`src/shared/fswdt_regs.svh`:
```
// Register offsets, field positions, reset values and timing counts of the watchdog.
// Assumes a 32-bit APB slave with 12-bit byte addresses, one register per word.
`ifndef FSWDT_REGS_SVH
`define FSWDT_REGS_SVH

`define FSWDT_ADDR_CTRL       12'h000
`define FSWDT_ADDR_RELOAD     12'h004
`define FSWDT_ADDR_COUNT      12'h008
`define FSWDT_ADDR_STATUS     12'h00C
`define FSWDT_ADDR_MASK       12'h010

`define FSWDT_CTRL_SEL_BIT    0
`define FSWDT_CTRL_EN_BIT     1
`define FSWDT_STAT_WARN_BIT   0
`define FSWDT_STAT_RST_BIT    1

`define FSWDT_RELOAD_RST      16'hFF00
`define FSWDT_SEL_RST         1'b0
`define FSWDT_MASK_RST        2'h3
`define FSWDT_COUNT_MAX       16'hFFFF

`define FSWDT_DIV_FAST_LIM    14'h00FF
`define FSWDT_DIV_SLOW_LIM    14'h3FFF
`define FSWDT_WARN_CYCLES     10'h100

`endif

```
`src/shared/fswdt_pkg.sv`:
```
// Types shared by the watchdog design files.
// Assumes nothing of its surroundings.
package fswdt_pkg;

  typedef enum logic [1:0] {
    FSWDT_RUN,
    FSWDT_WARN,
    FSWDT_RESET
  } fswdt_state_type;

  typedef logic [15:0] fswdt_count_type;

endpackage : fswdt_pkg

```
`src/rtl/fswdt_top.sv`:
```
// Watchdog timer with APB register access, prewarning interrupt and reset request.
// Assumes CPU command pulses synchronous to REF_CLK and an APB master on the same clock.
//
// Chosen here: the APB slave port and the placing of the registers.
`include "fswdt_regs.svh"

// Contract
// - After every reset the watchdog is enabled and counting with no software action.
// - The disable command stops counting at any time; the enable command resumes it only while no overflow has occurred.
// - An overflow raises the prewarning interrupt first and the reset request after it.
// - The count is sixteen bits wide and overflow is the wrap beyond all ones.
// - The count advances once per prescaler period of 16384 or 256 clocks.
// - Every restart loads the count from the software-programmable reload value.
// - A service reloads the count and clears the prescaler for a full period.
// - Reset defaults give an overflow interval of about 6.5 ms at a 10 MHz clock.
module fswdt_top (
  // Clock and reset.
  input  wire logic        REF_CLK,
  input  wire logic        ARST_N,
  // APB slave.
  input  wire logic        PSEL,
  input  wire logic        PENABLE,
  input  wire logic        PWRITE,
  input  wire logic [11:0] PADDR,
  input  wire logic [31:0] PWDATA,
  output logic [31:0]      PRDATA,
  output logic             PREADY,
  output logic             PSLVERR,
  // CPU commands.
  input  wire logic        WATCHDOG_SERVICE_CMD,
  input  wire logic        WATCHDOG_DISABLE_CMD,
  input  wire logic        WATCHDOG_ENABLE_CMD,
  // System outputs.
  output logic             IRQ,
  output logic             RESET_REQ
);
  import fswdt_pkg::*;

  fswdt_state_type  state_q;
  fswdt_state_type  state_d;
  fswdt_count_type  watchdog_reload_value_q;
  fswdt_count_type  count;
  logic             en_q;
  logic             slow_sel_q;
  logic [1:0]       status_q;
  logic [1:0]       status_d;
  logic [1:0]       mask_q;
  logic [9:0]       warn_cnt_q;
  logic [9:0]       warn_cnt_d;
  logic             pready_q;
  logic             pslverr_q;
  logic [31:0]      prdata_q;
  logic             irq_q;
  logic             reset_req_q;
  logic             boot_q;
  logic             tick;
  logic             ovf;

  // Bus decode.
  wire access    = PSEL && PENABLE;
  wire first_acc = access && !pready_q;
  wire wr_fire   = access && pready_q && PWRITE;
  wire hit_ctrl  = (PADDR == `FSWDT_ADDR_CTRL);
  wire hit_rel   = (PADDR == `FSWDT_ADDR_RELOAD);
  wire hit_cnt   = (PADDR == `FSWDT_ADDR_COUNT);
  wire hit_stat  = (PADDR == `FSWDT_ADDR_STATUS);
  wire hit_mask  = (PADDR == `FSWDT_ADDR_MASK);
  wire mapped    = hit_ctrl || hit_rel || hit_cnt || hit_stat || hit_mask;
  wire wr_ctrl   = wr_fire && hit_ctrl;
  wire wr_rel    = wr_fire && hit_rel;
  wire wr_stat   = wr_fire && hit_stat;
  wire wr_mask   = wr_fire && hit_mask;

  wire [31:0] ctrl_rd = {30'h00000000, en_q, slow_sel_q};
  wire [31:0] rd_mux  = hit_ctrl ? ctrl_rd :
                        hit_rel  ? {16'h0000, watchdog_reload_value_q} :
                        hit_cnt  ? {16'h0000, count} :
                        hit_stat ? {30'h00000000, status_q} :
                        hit_mask ? {30'h00000000, mask_q} : 32'h00000000;

  // Watchdog control.
  wire running  = (state_q == FSWDT_RUN);
  wire svc      = running && WATCHDOG_SERVICE_CMD;
  wire sel_chg  = wr_ctrl && (PWDATA[`FSWDT_CTRL_SEL_BIT] != slow_sel_q);
  wire pre_clr  = svc || sel_chg;
  wire count_en = running && en_q;
  wire warn_end = (warn_cnt_q == 10'h000);

  // Event flags: hardware set wins over a software clear.
  wire [1:0] ev_set = {(state_q == FSWDT_WARN) && warn_end, ovf};
  wire [1:0] ev_clr = wr_stat ? PWDATA[1:0] : 2'h0;
  wire [1:0] mask_d = wr_mask ? PWDATA[1:0] : mask_q;

  assign status_d = (status_q & ~ev_clr) | ev_set;

  always_comb begin
    state_d    = state_q;
    warn_cnt_d = warn_cnt_q;
    unique case (state_q)
      FSWDT_RUN: begin
        if (ovf) begin
          state_d    = FSWDT_WARN;
          warn_cnt_d = `FSWDT_WARN_CYCLES;
        end
      end
      FSWDT_WARN: begin
        if (warn_end) begin
          state_d = FSWDT_RESET;
        end else begin
          warn_cnt_d = warn_cnt_q - 10'h001;
        end
      end
      FSWDT_RESET: begin
        state_d = FSWDT_RESET;
      end
      default: begin
        state_d = FSWDT_RESET;
      end
    endcase
  end

  fswdt_prescaler u_prescaler (
    .clk      (REF_CLK),
    .arst_n   (ARST_N),
    .run      (count_en),
    .clr      (pre_clr),
    .slow_sel (slow_sel_q),
    .tick_q   (tick)
  );

  fswdt_counter u_counter (
    .clk     (REF_CLK),
    .arst_n  (ARST_N),
    .load    (svc),
    .inc     (count_en && tick),
    .reload  (watchdog_reload_value_q),
    .count_q (count),
    .ovf     (ovf)
  );

  always_ff @(posedge REF_CLK or negedge ARST_N) begin
    if (!ARST_N) begin
      en_q <= 1'b1;
    end else if (WATCHDOG_DISABLE_CMD) begin
      en_q <= 1'b0;
    end else if (WATCHDOG_ENABLE_CMD) begin
      en_q <= 1'b1;
    end
  end

  always_ff @(posedge REF_CLK or negedge ARST_N) begin
    if (!ARST_N) begin
      state_q    <= FSWDT_RUN;
      warn_cnt_q <= 10'h000;
    end else begin
      state_q    <= state_d;
      warn_cnt_q <= warn_cnt_d;
    end
  end

  always_ff @(posedge REF_CLK or negedge ARST_N) begin
    if (!ARST_N) begin
      watchdog_reload_value_q <= `FSWDT_RELOAD_RST;
      slow_sel_q              <= `FSWDT_SEL_RST;
      mask_q                  <= `FSWDT_MASK_RST;
    end else begin
      if (wr_rel) begin
        watchdog_reload_value_q <= PWDATA[15:0];
      end
      if (wr_ctrl) begin
        slow_sel_q <= PWDATA[`FSWDT_CTRL_SEL_BIT];
      end
      if (wr_mask) begin
        mask_q <= PWDATA[1:0];
      end
    end
  end

  always_ff @(posedge REF_CLK or negedge ARST_N) begin
    if (!ARST_N) begin
      status_q    <= 2'h0;
      irq_q       <= 1'b0;
      reset_req_q <= 1'b0;
      boot_q      <= 1'b1;
    end else begin
      status_q    <= status_d;
      irq_q       <= |(status_d & mask_d);
      reset_req_q <= reset_req_q || ev_set[`FSWDT_STAT_RST_BIT];
      boot_q      <= 1'b0;
    end
  end

  always_ff @(posedge REF_CLK or negedge ARST_N) begin
    if (!ARST_N) begin
      pready_q  <= 1'b0;
      pslverr_q <= 1'b0;
      prdata_q  <= 32'h00000000;
    end else begin
      pready_q  <= first_acc;
      pslverr_q <= first_acc && !mapped;
      if (first_acc && !PWRITE) begin
        prdata_q <= rd_mux;
      end
    end
  end

  assign PRDATA    = prdata_q;
  assign PREADY    = pready_q;
  assign PSLVERR   = pslverr_q;
  assign IRQ       = irq_q;
  assign RESET_REQ = reset_req_q;

  // Checks.
  a_boot_armed: assert property (@(posedge REF_CLK) disable iff (!ARST_N)
    boot_q |-> en_q && running)
    else $error("Watchdog not armed after reset.");

  a_boot_defaults: assert property (@(posedge REF_CLK) disable iff (!ARST_N)
    boot_q |-> watchdog_reload_value_q == `FSWDT_RELOAD_RST && slow_sel_q == `FSWDT_SEL_RST)
    else $error("Reset defaults wrong.");

  a_disable_stop: assert property (@(posedge REF_CLK) disable iff (!ARST_N)
    WATCHDOG_DISABLE_CMD |=> !en_q ##1 (!en_q && !svc) [*2] |-> $stable(count))
    else $error("Counter moved while disabled.");

  a_enable_resume: assert property (@(posedge REF_CLK) disable iff (!ARST_N)
    WATCHDOG_ENABLE_CMD && !WATCHDOG_DISABLE_CMD |=> en_q)
    else $error("Enable command not taken next cycle.");

  a_service_reload: assert property (@(posedge REF_CLK) disable iff (!ARST_N)
    svc |=> count == $past(watchdog_reload_value_q))
    else $error("Service did not reload the counter.");

  a_ovf_wrap: assert property (@(posedge REF_CLK) disable iff (!ARST_N)
    ovf |-> count == `FSWDT_COUNT_MAX ##1 status_q[`FSWDT_STAT_WARN_BIT])
    else $error("Overflow not at all ones or prewarning lost.");

  a_warn_first: assert property (@(posedge REF_CLK) disable iff (!ARST_N)
    $rose(reset_req_q) |-> $past(state_q) == FSWDT_WARN && $past(warn_cnt_q) == 10'h000)
    else $error("Reset request without prewarning delay.");

  a_warn_hold: assert property (@(posedge REF_CLK) disable iff (!ARST_N)
    ovf |=> !reset_req_q [*8])
    else $error("Reset request came too soon.");

  a_irq_level: assert property (@(posedge REF_CLK) disable iff (!ARST_N)
    |(status_q & mask_q) |-> irq_q)
    else $error("Interrupt low with an unmasked flag.");

  a_irq_quiet: assert property (@(posedge REF_CLK) disable iff (!ARST_N)
    !(|(status_q & mask_q)) |-> !irq_q)
    else $error("Interrupt high with no unmasked flag.");

  a_disable_next: assert property (@(posedge REF_CLK) disable iff (!ARST_N)
    WATCHDOG_DISABLE_CMD |=> !en_q)
    else $error("Disable command not taken next cycle.");

  a_enable_hold: assert property (@(posedge REF_CLK) disable iff (!ARST_N)
    !WATCHDOG_DISABLE_CMD && !WATCHDOG_ENABLE_CMD |=> en_q == $past(en_q))
    else $error("Enable state changed without a command.");

  a_count_frozen: assert property (@(posedge REF_CLK) disable iff (!ARST_N)
    !count_en && !svc |=> $stable(count))
    else $error("Counter moved while not counting.");

  a_tick_gated: assert property (@(posedge REF_CLK) disable iff (!ARST_N)
    !count_en |=> !tick)
    else $error("Prescaler ticked while stopped.");

  a_reload_write: assert property (@(posedge REF_CLK) disable iff (!ARST_N)
    wr_rel |=> watchdog_reload_value_q == $past(PWDATA[15:0]))
    else $error("Reload value not stored.");

  a_select_write: assert property (@(posedge REF_CLK) disable iff (!ARST_N)
    wr_ctrl |=> slow_sel_q == $past(PWDATA[`FSWDT_CTRL_SEL_BIT]))
    else $error("Prescaler select not stored.");

  a_warn_load: assert property (@(posedge REF_CLK) disable iff (!ARST_N)
    ovf |=> state_q == FSWDT_WARN && warn_cnt_q == `FSWDT_WARN_CYCLES)
    else $error("Prewarning delay not started.");

  a_warn_step: assert property (@(posedge REF_CLK) disable iff (!ARST_N)
    state_q == FSWDT_WARN && !warn_end |=> state_q == FSWDT_WARN &&
      warn_cnt_q == $past(warn_cnt_q) - 10'h001)
    else $error("Prewarning delay did not step down.");

  a_reset_hold: assert property (@(posedge REF_CLK) disable iff (!ARST_N)
    state_q == FSWDT_RESET |=> state_q == FSWDT_RESET && reset_req_q)
    else $error("Reset request state left.");

  a_reset_flag: assert property (@(posedge REF_CLK) disable iff (!ARST_N)
    ev_set[`FSWDT_STAT_RST_BIT] |=> status_q[`FSWDT_STAT_RST_BIT] && reset_req_q)
    else $error("Reset request flag or output missing.");

  a_halt_after_ovf: assert property (@(posedge REF_CLK) disable iff (!ARST_N)
    !running |=> $stable(count) && !tick)
    else $error("Counter moved after overflow.");

  a_service_refused: assert property (@(posedge REF_CLK) disable iff (!ARST_N)
    !running && WATCHDOG_SERVICE_CMD |=> !running)
    else $error("Service cancelled the overflow sequence.");

  a_boot_count: assert property (@(posedge REF_CLK) disable iff (!ARST_N)
    boot_q |-> count == `FSWDT_RELOAD_RST)
    else $error("Counter not at its reset value.");

endmodule : fswdt_top

```
`src/rtl/fswdt_prescaler.sv`:
```
// Prescaler of the watchdog: a one-cycle tick every 256 or 16384 clocks.
// Assumes one clock; clear restarts a full period.
`include "fswdt_regs.svh"

module fswdt_prescaler (
  // Clock and reset.
  input  wire logic clk,
  input  wire logic arst_n,
  // Control.
  input  wire logic run,
  input  wire logic clr,
  input  wire logic slow_sel,
  // Tick out.
  output logic      tick_q
);
  import fswdt_pkg::*;

  logic [13:0] cnt_q;
  logic [13:0] cnt_d;
  wire  [13:0] lim  = slow_sel ? `FSWDT_DIV_SLOW_LIM : `FSWDT_DIV_FAST_LIM;
  wire         wrap = (cnt_q >= lim);

  assign cnt_d = clr ? 14'h0000 : (!run ? cnt_q : (wrap ? 14'h0000 : cnt_q + 14'h0001));

  always_ff @(posedge clk or negedge arst_n) begin
    if (!arst_n) begin
      cnt_q  <= 14'h0000;
      tick_q <= 1'b0;
    end else begin
      cnt_q  <= cnt_d;
      tick_q <= !clr && run && wrap;
    end
  end

  a_tick_period: assert property (@(posedge clk) disable iff (!arst_n)
    tick_q |-> $past(cnt_q) == $past(lim))
    else $error("Prescaler tick without a full period.");

  a_clear_next: assert property (@(posedge clk) disable iff (!arst_n)
    clr |=> (cnt_q == 14'h0000) && !tick_q)
    else $error("Prescaler not cleared in the next cycle.");

endmodule : fswdt_prescaler

```
`src/rtl/fswdt_counter.sv`:
```
// Sixteen-bit up counter of the watchdog with reload and overflow flag.
// Assumes one clock; load takes priority over increment.
`include "fswdt_regs.svh"

module fswdt_counter (
  // Clock and reset.
  input  wire logic                      clk,
  input  wire logic                      arst_n,
  // Control.
  input  wire logic                      load,
  input  wire logic                      inc,
  input  wire fswdt_pkg::fswdt_count_type reload,
  // State.
  output fswdt_pkg::fswdt_count_type     count_q,
  output logic                           ovf
);
  import fswdt_pkg::*;

  wire at_max = (count_q == `FSWDT_COUNT_MAX);

  assign ovf = !load && inc && at_max;

  always_ff @(posedge clk or negedge arst_n) begin
    if (!arst_n) begin
      count_q <= `FSWDT_RELOAD_RST;
    end else if (load || ovf) begin
      count_q <= reload;
    end else if (inc) begin
      count_q <= count_q + 16'h0001;
    end
  end

  a_count_step: assert property (@(posedge clk) disable iff (!arst_n)
    inc && !load && !at_max |=> count_q == $past(count_q) + 16'h0001)
    else $error("Counter did not step by one.");

endmodule : fswdt_counter

```
`config.mk`:
```
export PLATFORM = sky130hd
export DESIGN_NAME = fswdt_top
export DESIGN_NICKNAME = d
export VERILOG_FILES = /design/src/shared/fswdt_pkg.sv /design/src/rtl/fswdt_top.sv /design/src/rtl/fswdt_prescaler.sv /design/src/rtl/fswdt_counter.sv
export VERILOG_INCLUDE_DIRS = /design/src /design/src/shared
export SDC_FILE = /design/constraint.sdc
export NUM_CORES = 1
export LEC_CHECK = 0
export BUFFER_PORTS_ARGS = -buffer_cell sky130_fd_sc_hd__buf_4
export CORE_ASPECT_RATIO = 2
export CORE_MARGIN = 2
export CORE_UTILIZATION = 50
export CTS_CLUSTER_DIAMETER = 60
export DETAILED_ROUTE_END_ITERATION = 8
export PLACE_DENSITY = 0.77
export SLEW_MARGIN = 5
export SYNTH_ARGS = -nofsm -noshare
export SYNTH_HDL_FRONTEND = slang
export SYNTH_SLANG_ARGS = --single-unit
```
`constraint.sdc`:
```
create_clock -name REF_CLK -period 3.4 [get_ports REF_CLK]
set_clock_uncertainty 0.1 [all_clocks]
set_input_delay 0.68 -clock REF_CLK [delete_from_list [all_inputs] [get_ports REF_CLK]]
set_output_delay 0.68 -clock REF_CLK [all_outputs]
set_load 0.05 [all_outputs]
```
Yosys cells after proc, flatten, opt, wreduce, memory -nomap -nowiden
Index checks and enable logic that the tools add are counted.
Storage, ports and cells
  register bits after elaboration: 101
  bits in latches: 0
  bits in writable memories: 0
  ROM bits: 0
  bits of input ports: 52
  memories kept: 0
Operators by class
  add/sub/neg operators: 3
  multipliers: 0
  divide/modulo/power cells: 0
  $lt $le $gt $ge: 1
  equal/unequal tests: 10
  shift-type cells: 0
  mux-type cells: 21
  bitwise logic cells: 4
  reductions and logical operators: 41
Operator list (count)
  $mux W16: 5
  $mux W14: 4
  $eq A12 B4 Y1 const B: 2
  $mux W10: 2
  $pmux W10 S2: 1
  $logic_and A1 B1 Y1: 19
  $add A16 B1 Y16 const B: 1
  $eq A16 B16 Y1 const B: 1
  $add A14 B1 Y14 const B: 1
  $ge A14 B14 Y1: 1
  $eq A12 B3 Y1 const B: 1
  $eq A12 B5 Y1 const B: 1
  $logic_not A12 Y1: 1
  $mux W2: 6
  $logic_not A10 Y1: 1
  $sub A10 B1 Y10 const B: 1
  $reduce_bool A2 Y1: 4
  $logic_or A1 B1 Y1: 7
  $logic_not A1 Y1: 5
  $and A2 B2 Y2: 2
  $ne A2 B2 Y1 const B: 2
  $pmux W2 S2: 1
  $reduce_and A3 Y1: 1
  $eq A2 B1 Y1 const B: 1
  other kinds (8): 9

Longest topological paths before layout
Gate-level depths: netlist of the first run.
  depth after elaboration: 10
  gate-level depth with buffers: 8

Cells and area by module
Synthesis of the first run repeated with hierarchy kept, for this count alone.
Unflattened totals
  cells, all modules: 459
  area, all modules: 4737.0 um^2
By module, submodules not included
  fswdt_top: instances 1, cells each 247, area each 2646.3 um^2
  fswdt_prescaler: instances 1, cells each 119, area each 1048.5 um^2
  fswdt_counter: instances 1, cells each 93, area each 1042.2 um^2

Worst setup path after synthesis of the first run
Ideal clock, no wire load.
  path kind: input -> register
  from: in PADDR[5]
  to: reg watchdog_reload_value_q[5]
  library setup time: 0.125 ns
  arrival: 2.001 ns
  path slack: 1.174 ns
  cell stages on the path: 6
  path through: nor3_1 > and3_1 > nand3_2 > nor2_4 > buf_6 > mux2_2
On the way
  cells in the longest elaborated chain, start to end: 2
Ends and longest elaborated chain
  start: declaration: line fswdt_top.sv:24  | input wire logic [11:0] PADDR,
  $eq A12 B3 Y1 (no line)
  $logic_and A1 B1 Y1: line fswdt_top.sv:70  | wire wr_rel = wr_fire && hit_rel;
  end signal: assignment: line fswdt_top.sv:163  | watchdog_reload_value_q <= `FSWDT_RELOAD_RST;
  end signal: assignment: line fswdt_top.sv:168  | watchdog_reload_value_q <= PWDATA[15:0];
  end: declaration: line fswdt_top.sv:41  | fswdt_count_type watchdog_reload_value_q;
No other way between the ends.
A chain may end at the register's enable or synchronous reset.

Worst setup path in the final report of the first run
  from: reg slow_sel_q
  to: reg u_prescaler.cnt_q[9]
On the way
  cells in the longest elaborated chain, start to end: 5
  elaborated cells on any way between the ends: 9
  those cells by class: 1 x order compare; 1 x eq/ne; 4 x mux; 3 x reduce/logical
Ends and longest elaborated chain
  start: declaration: line fswdt_top.sv:44  | logic slow_sel_q;
  start signal: assignment: line fswdt_top.sv:164  | slow_sel_q <= `FSWDT_SEL_RST;
  start signal: assignment: line fswdt_top.sv:171  | slow_sel_q <= PWDATA[`FSWDT_CTRL_SEL_BIT];
  $mux W14 (no line)
  $ge A14 B14 Y1: line fswdt_prescaler.sv:21  | wire wrap = (cnt_q >= lim);
  $mux W14 (3 in series): line fswdt_prescaler.sv:23  | assign cnt_d = clr ? 14'h0000 : (!run ? cnt_q : (wrap ? 14'h0000 : cnt_q + 14'h0001));
  end signal: assignment: line fswdt_prescaler.sv:30  | cnt_q <= cnt_d;
  end: declaration: line fswdt_prescaler.sv:18  | logic [13:0] cnt_q;
Parallel ways exist; a longest one is shown, timed or not. The select of a mux whose other input is x is not followed.

==> results of run 1 <==
-- synthesized netlist by cell type (all sizes together), types with 3 or more instances --
cell type	instances	area, um2
mux2i	4	40.0
and2	3	18.8
clkbuf	4	16.3
mux2	19	214
xnor2	10	87.6
a31oi	6	52.6
o22ai	5	31.3
nor3	13	70.1
buf	29	204
nor2	43	171
ha	10	125
nand2b	4	25.0
xor2	12	105
nand2	43	164
nor4	6	52.6
dfrtp	66	1650
o311ai	4	52.6
nand3	23	120
a21oi	26	145
and3	10	67.6
a22oi	14	105
o21ai	23	115
dfstp	19	499
inv	12	45.0
nand4	15	100
-- registers in the layout, summed over array words and instances (netlist names), 2 cells and up --
name	flops
PRDATA	16
mask_q	2
state_q	2
status_q	2
u_counter.count_q	16
u_prescaler.cnt_q	14
warn_cnt_q	10
watchdog_reload_value_q	16
-- layer usage --
metal	up-vias	share of wire, %	GRT usage, %
li1	1712	-	-
met1	1813	35	23.1
met2	104	58	43.1
met3	33	3.6	4.51
met4	0	4.0	11.6
met5	-	0	0
-- through the flow --
stage	setup slack, ps	power, mW	area [um2]	util [%]
after global routing	793	2.30	5280	58.9
after floorplan	1170	1.13	4620	-
after CTS	1000	2.24	5280	58.9
after detailed placement	698	1.19	4960	55.4
final	971	2.23	5280	58.9
after global placement	757	1.19	4960	55.4
-- critical path, stage by stage (launching register included) --
cell and delay, ps:
dfrtp_1 420, inv_1 150, ha_1 350, a21oi_1 170, o221ai_1 190, a21oi_1 160
buf_4 250, nand2_2 180, o311ai_1 350
-- how the worst max path moves through the flow --
stage          depth (start not counted)                         end
5_1_grt                                8        u_prescaler.cnt_q[9]
2_1_floorplan                          6  watchdog_reload_value_q[5]
3_5_place_dp                           6  watchdog_reload_value_q[4]
3_3_place_gp                           6  watchdog_reload_value_q[2]
4_1_cts                                8        u_prescaler.cnt_q[9]
6_report                               8        u_prescaler.cnt_q[9]
-- cells by family (layout without fill, tap and decap cells) --
kind of cell    Yosys count  count (layout)  share of synthesized area [%]
fa+ha+maj                10              10                           2.74
buf+inv                  45              86                           5.82
other cells               1              16                         0.0822
xor+xnor                 22              22                           4.23
mux                      23              23                           5.57
simple gates            178             178                           20.8
compound gates           92              92                           13.6
flops                    85              85                           47.2
-- cell type report --
class / count / area (um2) / share of cell area [%]
inverters: 12 / 45.0 / 0.854
multi-input cells: 341 / 2200 / 41.7
clock buffers: 10 / 229 / 4.34
well taps: 102 / 128 / 2.42
repair buffers: 58 / 435 / 8.25
clock inverters: 6 / 87.6 / 1.66
flip-flops and latches: 85 / 2150 / 40.8
-- power groups by stage --
stage               combinational, mW  sequential [mW]  clock (mW)
finish                          0.147             1.03        1.06
global route                    0.158             1.03        1.12
CTS                             0.149             1.03        1.07
detailed placement              0.148             1.04           0
global placement                0.146             1.04           0
floorplan                      0.0710             1.06           0
==> flow_summary.json, run 1 <==
{
  "outcome": "finished, final reports clean",
  "initial_core_util_pct": 50.9,
  "grtUsageTotal_pct": 23.0,
  "placed_cells_incl_taps": 598,
  "antenna_found_initial": 0,
  "endpoint_kind": "flop",
  "timing.hold.ws_ps": 348,
  "worstHoldPathType": "input port to flop",
  "placementRows": 49,
  "synthFlopType": "dfrtp_1",
  "first_pass_iters": 4,
  "grt_pass1_wl_um": 17900,
  "worstSetupPathType": "flop to flop",
  "mostFrequentLayoutCell": "dfrtp_1",
  "fmax_mhz": 412,
  "ir_worst_vdd_mv": 0.225,
  "cts_sinks": 85,
  "share_of_synthesized_flip_flops_with_an_asynchronous_set_or_reset_pct": 100,
  "netlist_area_um2": 4560,
  "seqPwrFrac_pct": 46.0,
  "clock_insertion_delay_worst_skew_ps": 350,
  "timing.reg2reg.worst_path_depth": 8,
  "diodes": 0,
  "remaining_drc_errors": 0,
  "dp.final_hpwl_um": 7740,
  "via_count_of_the_first_global_routing_pass": 3864,
  "synth-edff-count": 0,
  "arrival_ps": 2560,
  "clock_power_share_pct": 47.4,
  "hold_end": "en_q",
  "detailroute.via_count": 3662,
  "report.final.hold_viol_count": 0,
  "ctsRootBufferMaster": "clkbuf_16",
  "max-cap-violations": 0,
  "cts_inserted_buffers": 9,
  "floorplan.die.height_um": 139,
  "final.period_utilization_pct": 71.4,
  "holdBufCountCts": 0,
  "syn_area_per_cell_um2": 10.0,
  "timing.slew.headroom_pct": 28.9,
  "power.density_cell_area_nw_per_um2": 423,
  "worst_flop_to_flop_path_startpoint": "slow_sel_q",
  "globalRouteOverflowTotal": 0,
  "post_synth_num_cell_types": 68,
  "design.final.nets": 569,
  "clockBufferDepth": 2,
  "timing_worst_slew_pin_value_ps": 1070,
  "tritoncts": "yes",
  "p_leak_nw": 2.34,
  "core-area_um2": 8950,
  "ant_nets": 0,
  "fillCellCount": 790,
  "cts-htree-levels": 3,
  "swShare_pct": 23.5,
  "synth-seq-cells": 85,
  "cts_resized": 0,
  "hold_path_startpoint": "WATCHDOG_DISABLE_CMD",
  "switching_power_uw": 525,
  "die_area_um2": 9950,
  "crit_fanout": 18,
  "floorplan.die.width_um": 71.5,
  "initialDrtViolationCount": 234,
  "drive_above_1_share_pct": 25.2,
  "fin_crit_ps": 2430,
  "holdPathStages": 2,
  "critical_path_required_ps": 3530,
  "num_io_pins": 88,
  "timing.critical_path.from": "slow_sel_q",
  "routabilityCongestion": 0.801,
  "top_library_cells_by_usage_in_the_layout_fill_and_taps_aside": "dfrtp_1, buf_4, nand2_1",
  "port_buffers": 55,
  "routedWlPerCell_um": 17.5,
  "element_type_at_the_critical_path_start": "flop",
  "synthToLayoutAreaGrowth_pct": 15.7,
  "cts_setup_buffers": 0,
  "routed_wirelength_um": 10700,
  "synthCells": 456,
  "combinationalPowerShare_pct": 6.6,
  "synth_seq_area_share_pct": 47.2,
  "count_of_synthesis_stage_warnings_from_yosys": 0,
  "number_of_pins_exceeding_their_max_slew_limit_in_the_final_report": 0,
  "rrSetupSlack_ps": 970,
  "layoutNonFillerInstCount": 614,
  "internal-power_mw": 1.70,
  "grt_setup_unrepaired": "no",
  "pin_count_of_the_biggest_net_entering_global_routing": 86,
  "routed_via_density": 5.96,
  "worst_r2r_endpoint": "u_prescaler.cnt_q[9]",
  "clkTransAtPathRegs_ps": 60,
  "report.final.setup_viol": 0,
  "fin_setup_tns_ps": 0
}
No activity file was read; power rests on OpenSTA's default activity.
==> inputs of run 2 (changes only) <==
==> constraint.sdc (replaced) <==
create_clock -name REF_CLK -period 2.36 [get_ports REF_CLK]
set_clock_uncertainty 0.1 [all_clocks]
set_input_delay 0.472 -clock REF_CLK [delete_from_list [all_inputs] [get_ports REF_CLK]]
set_output_delay 0.472 -clock REF_CLK [all_outputs]
set_load 0.05 [all_outputs]
==> run 2 against run 1 <==
Against the previous run:
- critical path depth fell by 1
- sequential share of layout area fell by 0.89 points
- register-to-register slack got worse by 800 ps
- combinational power rose by 50%
- non-clock buffer count rose by 12
- first-iteration DRC count rose by 12%
- die area did not move
- clock power rose by 32%
- global-route usage fell by 1.3 points
- sequential cell count did not move
- hold slack got worse by 210 ps
- total power rose by 39%
- largest power group is now registers
- highest routed layer unchanged
==> flow_summary.json, run 2 (synthesized netlist as in run 1, its figures left out) <==
{
  "first_pass_iters": 4,
  "endpoint_kind": "flop",
  "diodes": 0,
  "element_type_at_the_critical_path_start": "flop",
  "die_area_um2": 9950,
  "ant_nets": 0,
  "grt_setup_unrepaired": "yes",
  "antenna_found_initial": 0,
  "routed_via_density": 5.78,
  "top_library_cells_by_usage_in_the_layout_fill_and_taps_aside": "dfrtp_1, buf_4, nand2_1",
  "critical_path_required_ps": 2500,
  "port_buffers": 55,
  "tritoncts": "yes",
  "wl_met1_um": 3640,
  "via_count_of_the_first_global_routing_pass": 3815,
  "worstHoldPathType": "input port to flop",
  "report.final.setup_viol": 0,
  "remaining_drc_errors": 0,
  "post-route-cell-area_um2": 5390,
  "p_leak_nw": 2.40,
  "ir_worst_vdd_mv": 0.366,
  "arrival_ps": 2330,
  "initial_core_util_pct": 50.9,
  "globalRouteOverflowTotal": 0,
  "synthToLayoutAreaGrowth_pct": 18.3,
  "topRoutingLayerUsed": "met4",
  "drive_above_1_share_pct": 27.3,
  "critical_path.max_stage_delay_ps": 420,
  "power.density_cell_area_nw_per_um2": 574,
  "ctsRootBufferMaster": "clkbuf_16",
  "outcome": "finished, final reports clean",
  "grtUsageTotal_pct": 21.8,
  "timing_worst_slew_pin_value_ps": 746,
  "placed_cells_incl_taps": 609,
  "routedWlPerCell_um": 16.4,
  "cts_sinks": 85,
  "fmax_mhz": 457,
  "detailroute.via_count": 3621,
  "timing.slew.headroom_pct": 50.3,
  "cpMaxStageDelayCell": "dfrtp_1",
  "placementRows": 49,
  "cts_inserted_buffers": 9,
  "clockBufferDepth": 2,
  "number_of_pins_exceeding_their_max_slew_limit_in_the_final_report": 0,
  "num_io_pins": 88,
  "clkTransAtPathRegs_ps": 60,
  "routabilityCongestion": 0.869,
  "core-area_um2": 8950,
  "worstSetupPathType": "flop to flop",
  "cts-htree-levels": 3,
  "crit_fanout": 9,
  "clock_insertion_delay_worst_skew_ps": 350,
  "dp.final_hpwl_um": 7700,
  "grt_pass1_wl_um": 17200,
  "pin_count_of_the_biggest_net_entering_global_routing": 37,
  "postPlaceCellArea_um2": 5070,
  "fin_crit_ps": 2190,
  "routed_wirelength_um": 10300,
  "floorplan.die.width_um": 71.5,
  "met3_length_um": 378,
  "design.final.nets": 581,
  "critical_path.cell_chain": "inv_1 > ha_1 > a21oi_1 > o221ai_1 > a21oi_2 > nand2_2 > o311ai_1",
  "route.met2.wl_um": 5910,
  "report.final.hold_viol_count": 0,
  "layout.core_utilization_pct": 60.2,
  "floorplan.die.height_um": 139,
  "layoutNonFillerInstCount": 626,
  "final.period_utilization_pct": 92.7,
  "power_mw": 3.09,
  "max-cap-violations": 0,
  "initialDrtViolationCount": 261
}
[run 2: power breakdown]
part	switching (mW)	total, mW	leakage [nW]	internal (mW)
Combinational	0.155	0.221	1.25	0.0656
Clock	0.576	1.40	0.142	0.819
Sequential	0.00920	1.48	1.01	1.47
Total	0.740	3.09	2.40	2.35
[run 2: final cells by class]
cell class                 instances  area, um2
inverter                          12       45.0
timing repair buffer              70        557
fill                             751       3560
clock inverter                     6       65.1
sequential                        85       2150
tap                              102        128
multi-input combinational        341       2220
clock buffer                      10        229
[run 2: worst max-delay path, delay by kind of cell, from the launching register on]
kind,cells,cell delay [ps]
simple gates,1,190
compound gates,4,900
buf+inv,1,190
fa+ha+maj,1,280
flops,1,420
[run 2: worst paths after layout]
check                      slack, ps            startpoint  depth (start not counted)                          to
min in group asynchronous        460                ARST_N                          2               warn_cnt_q[8]
setup reg to reg                 170            slow_sel_q                          7       u_prescaler.cnt_q[10]
setup / recovery                 170            slow_sel_q                          7       u_prescaler.cnt_q[10]
hold / removal                   140  WATCHDOG_DISABLE_CMD                          2                        en_q
hold reg to reg                  380             RESET_REQ                          1                   RESET_REQ
max in group asynchronous       1000                ARST_N                          3  watchdog_reload_value_q[8]
[run 2: routing by layer]
layer  global-route usage (%)  vias up
li1                         -     1737
met1                     22.0     1775
met2                     40.9       83
met3                     4.43       26
met4                     10.1        0
met5                        0        -
[run 2: metrics by stage]
step	worst slack, ps	hold slack [ps]	setup TNS (ps)
finish	173	138	0
global route	-18.7	141	-18.7
CTS	115	132	0
detailed placement	116	278	0
global placement	136	273	0
floorplan	224	76.4	0
[run 2: timing repair]
| action | 4_1_cts | 5_1_grt |
|---|---|---|
| setup endpoints to repair | 0 | 8 |
| endpoints found under the hold margin | 11 | 0 |
| buffers inserted | 0 | 0 |
| hold buffers | 1 | 0 |
| gates resized for setup | 0 | 4 |
==> inputs of run 3 (changes only) <==
==> constraint.sdc (replaced) <==
create_clock -name REF_CLK -period 2.36 [get_ports REF_CLK]
set_clock_uncertainty 0.1 [all_clocks]
set_input_delay 0.472 -clock REF_CLK [delete_from_list [all_inputs] [get_ports REF_CLK]]
set_output_delay 0.472 -clock REF_CLK [all_outputs]
set_load 0.1 [all_outputs]
==> run 3 against run 2 <==
Against the previous run:
- hold slack lost 110 ps
- total power grew 4.6%
- clock power grew 4%
- combinational power grew 39%
- cell area shrank 0.21%
- non-clock buffer count shrank 2
==> flow_summary.json, run 3 (synthesized netlist as in run 1, its figures left out) <==
{
  "routed_wirelength_um": 10100,
  "crit_fanout": 5,
  "timing.critical_path.buf_inv": 1,
  "ir_worst_vdd_mv": 0.395,
  "timing.slew.headroom_pct": 51.6,
  "num_io_pins": 88,
  "routabilityCongestion": 0.886,
  "critical_path_required_ps": 2490,
  "detailroute.via_count": 3615,
  "fmax_mhz": 449,
  "cts-htree-levels": 3,
  "element_type_at_the_critical_path_start": "flop",
  "cts_sinks": 85,
  "critical_path.max_stage_delay_ps": 500,
  "grt_setup_unrepaired": "no",
  "post-route-cell-area_um2": 5380,
  "fin_setup_tns_ps": 0,
  "grtUsageTotal_pct": 21.7,
  "worstSetupPathType": "flop to flop",
  "rrSetupSlack_ps": 130,
  "number_of_pins_exceeding_their_max_slew_limit_in_the_final_report": 0,
  "die_area_um2": 9950,
  "floorplan.die.height_um": 139,
  "power.density_cell_area_nw_per_um2": 602,
  "area_of_the_multi_input_gates_um2": 2200,
  "via_count_of_the_first_global_routing_pass": 3686,
  "first_pass_iters": 5,
  "arrival_ps": 2360,
  "clockBufferDepth": 2,
  "remaining_drc_errors": 0,
  "cts_setup_buffers": 0,
  "core-area_um2": 8950,
  "tritoncts": "yes",
  "ant_nets": 0,
  "initial_core_util_pct": 50.9,
  "top_library_cells_by_usage_in_the_layout_fill_and_taps_aside": "dfrtp_1, buf_4, nand2_1",
  "worst_path_dominant_cell_family": "simple AND/OR/NAND/NOR gates",
  "worstHoldPathType": "input port to asynchronous set/reset pin",
  "globalRouteOverflowTotal": 0,
  "fillCellCount": 779,
  "pin_count_of_the_biggest_net_entering_global_routing": 86,
  "report.final.hold_viol_count": 0,
  "clkTransAtPathRegs_ps": 60,
  "routed_via_density": 5.79,
  "worst_flop_to_flop_path_startpoint": "warn_cnt_q[0]",
  "p_leak_nw": 2.40,
  "synthToLayoutAreaGrowth_pct": 18.0,
  "port_buffers": 55,
  "ctsRootBufferMaster": "clkbuf_16",
  "max-cap-violations": 0,
  "floorplan.die.width_um": 71.5,
  "cts_inserted_buffers": 9,
  "timing.reg2reg.worst_path_depth": 7,
  "drive_above_1_share_pct": 27.0,
  "cpMaxStageDelayCell": "or4b_4",
  "antenna_found_initial": 0,
  "report.final.setup_viol": 0,
  "cts_resized": 0,
  "timing_worst_slew_pin_value_ps": 726,
  "diodes": 0,
  "initialDrtViolationCount": 151,
  "grt_pass1_wl_um": 17000,
  "endpoint_kind": "flop",
  "area.sequential_um2": 2150,
  "design.final.nets": 579,
  "dp.final_hpwl_um": 7510,
  "placementRows": 49,
  "postPlaceCellArea_um2": 5070,
  "critical_path.cell_chain": "inv_1 > ha_1 > or4b_4 > o311a_1 > nand3_1 > xor2_1 > nor2_1",
  "routedWlPerCell_um": 16.2,
  "outcome": "finished, final reports clean",
  "holdBufCountCts": 0,
  "fin_crit_ps": 2230,
  "clock_insertion_delay_worst_skew_ps": 350,
  "worst_r2r_endpoint": "warn_cnt_q[4]",
  "final.period_utilization_pct": 94.3
}
[run 3: final cells by class]
cell class / instances / area share, %
Sequential cell: 85 / 40.0
Tap cell: 102 / 2.37
Clock buffer: 10 / 4.44
Inverter: 12 / 0.837
Multi-Input combinational cell: 341 / 40.9
Clock inverter: 6 / 1.30
Timing Repair Buffer: 68 / 10.2
[run 3: worst max path at each step]
stage          slack, ps     startpoint                          to  cells past startpoint
4_1_cts              140  warn_cnt_q[0]               warn_cnt_q[4]                      7
3_3_place_gp         130       PADDR[9]  watchdog_reload_value_q[7]                      7
2_1_floorplan        220     slow_sel_q        u_prescaler.cnt_q[9]                      7
6_report             130  warn_cnt_q[0]               warn_cnt_q[4]                      7
5_1_grt               10     slow_sel_q        u_prescaler.cnt_q[5]                      7
3_5_place_dp         110       PADDR[9]  watchdog_reload_value_q[0]                      7
[run 3: routing by layer]
metal / GRT usage (%) / up-vias / routed length [um]
met5: 0 / - / 0
met4: 12.9 / 0 / 364
met3: 3.49 / 29 / 368
met2: 39.9 / 95 / 5880
met1: 22.0 / 1756 / 3490
li1: - / 1735 / -
[run 3: where the power goes]
| part | switching (mW) | internal, mW | leakage (nW) |
|---|---|---|---|
| Combinational | 0.242 | 0.0650 | 1.24 |
| Clock | 0.597 | 0.856 | 0.153 |
| Sequential | 0.00860 | 1.47 | 1.01 |
| Total | 0.848 | 2.39 | 2.40 |
[run 3: stage by stage]
stage          power [mW]  hold slack (ps)  worst slack (ps)  utilization (%)  instances
2_1_floorplan        1.72             76.4               224                -        471
6_report             3.24             31.3               134             60.1        624
4_1_cts              3.27             70.8               141             60.1        624
5_1_grt              3.33             92.1              9.73             60.1        624
3_3_place_gp         1.81              356               130             56.7        608
3_5_place_dp         1.81              355               112             56.7        608
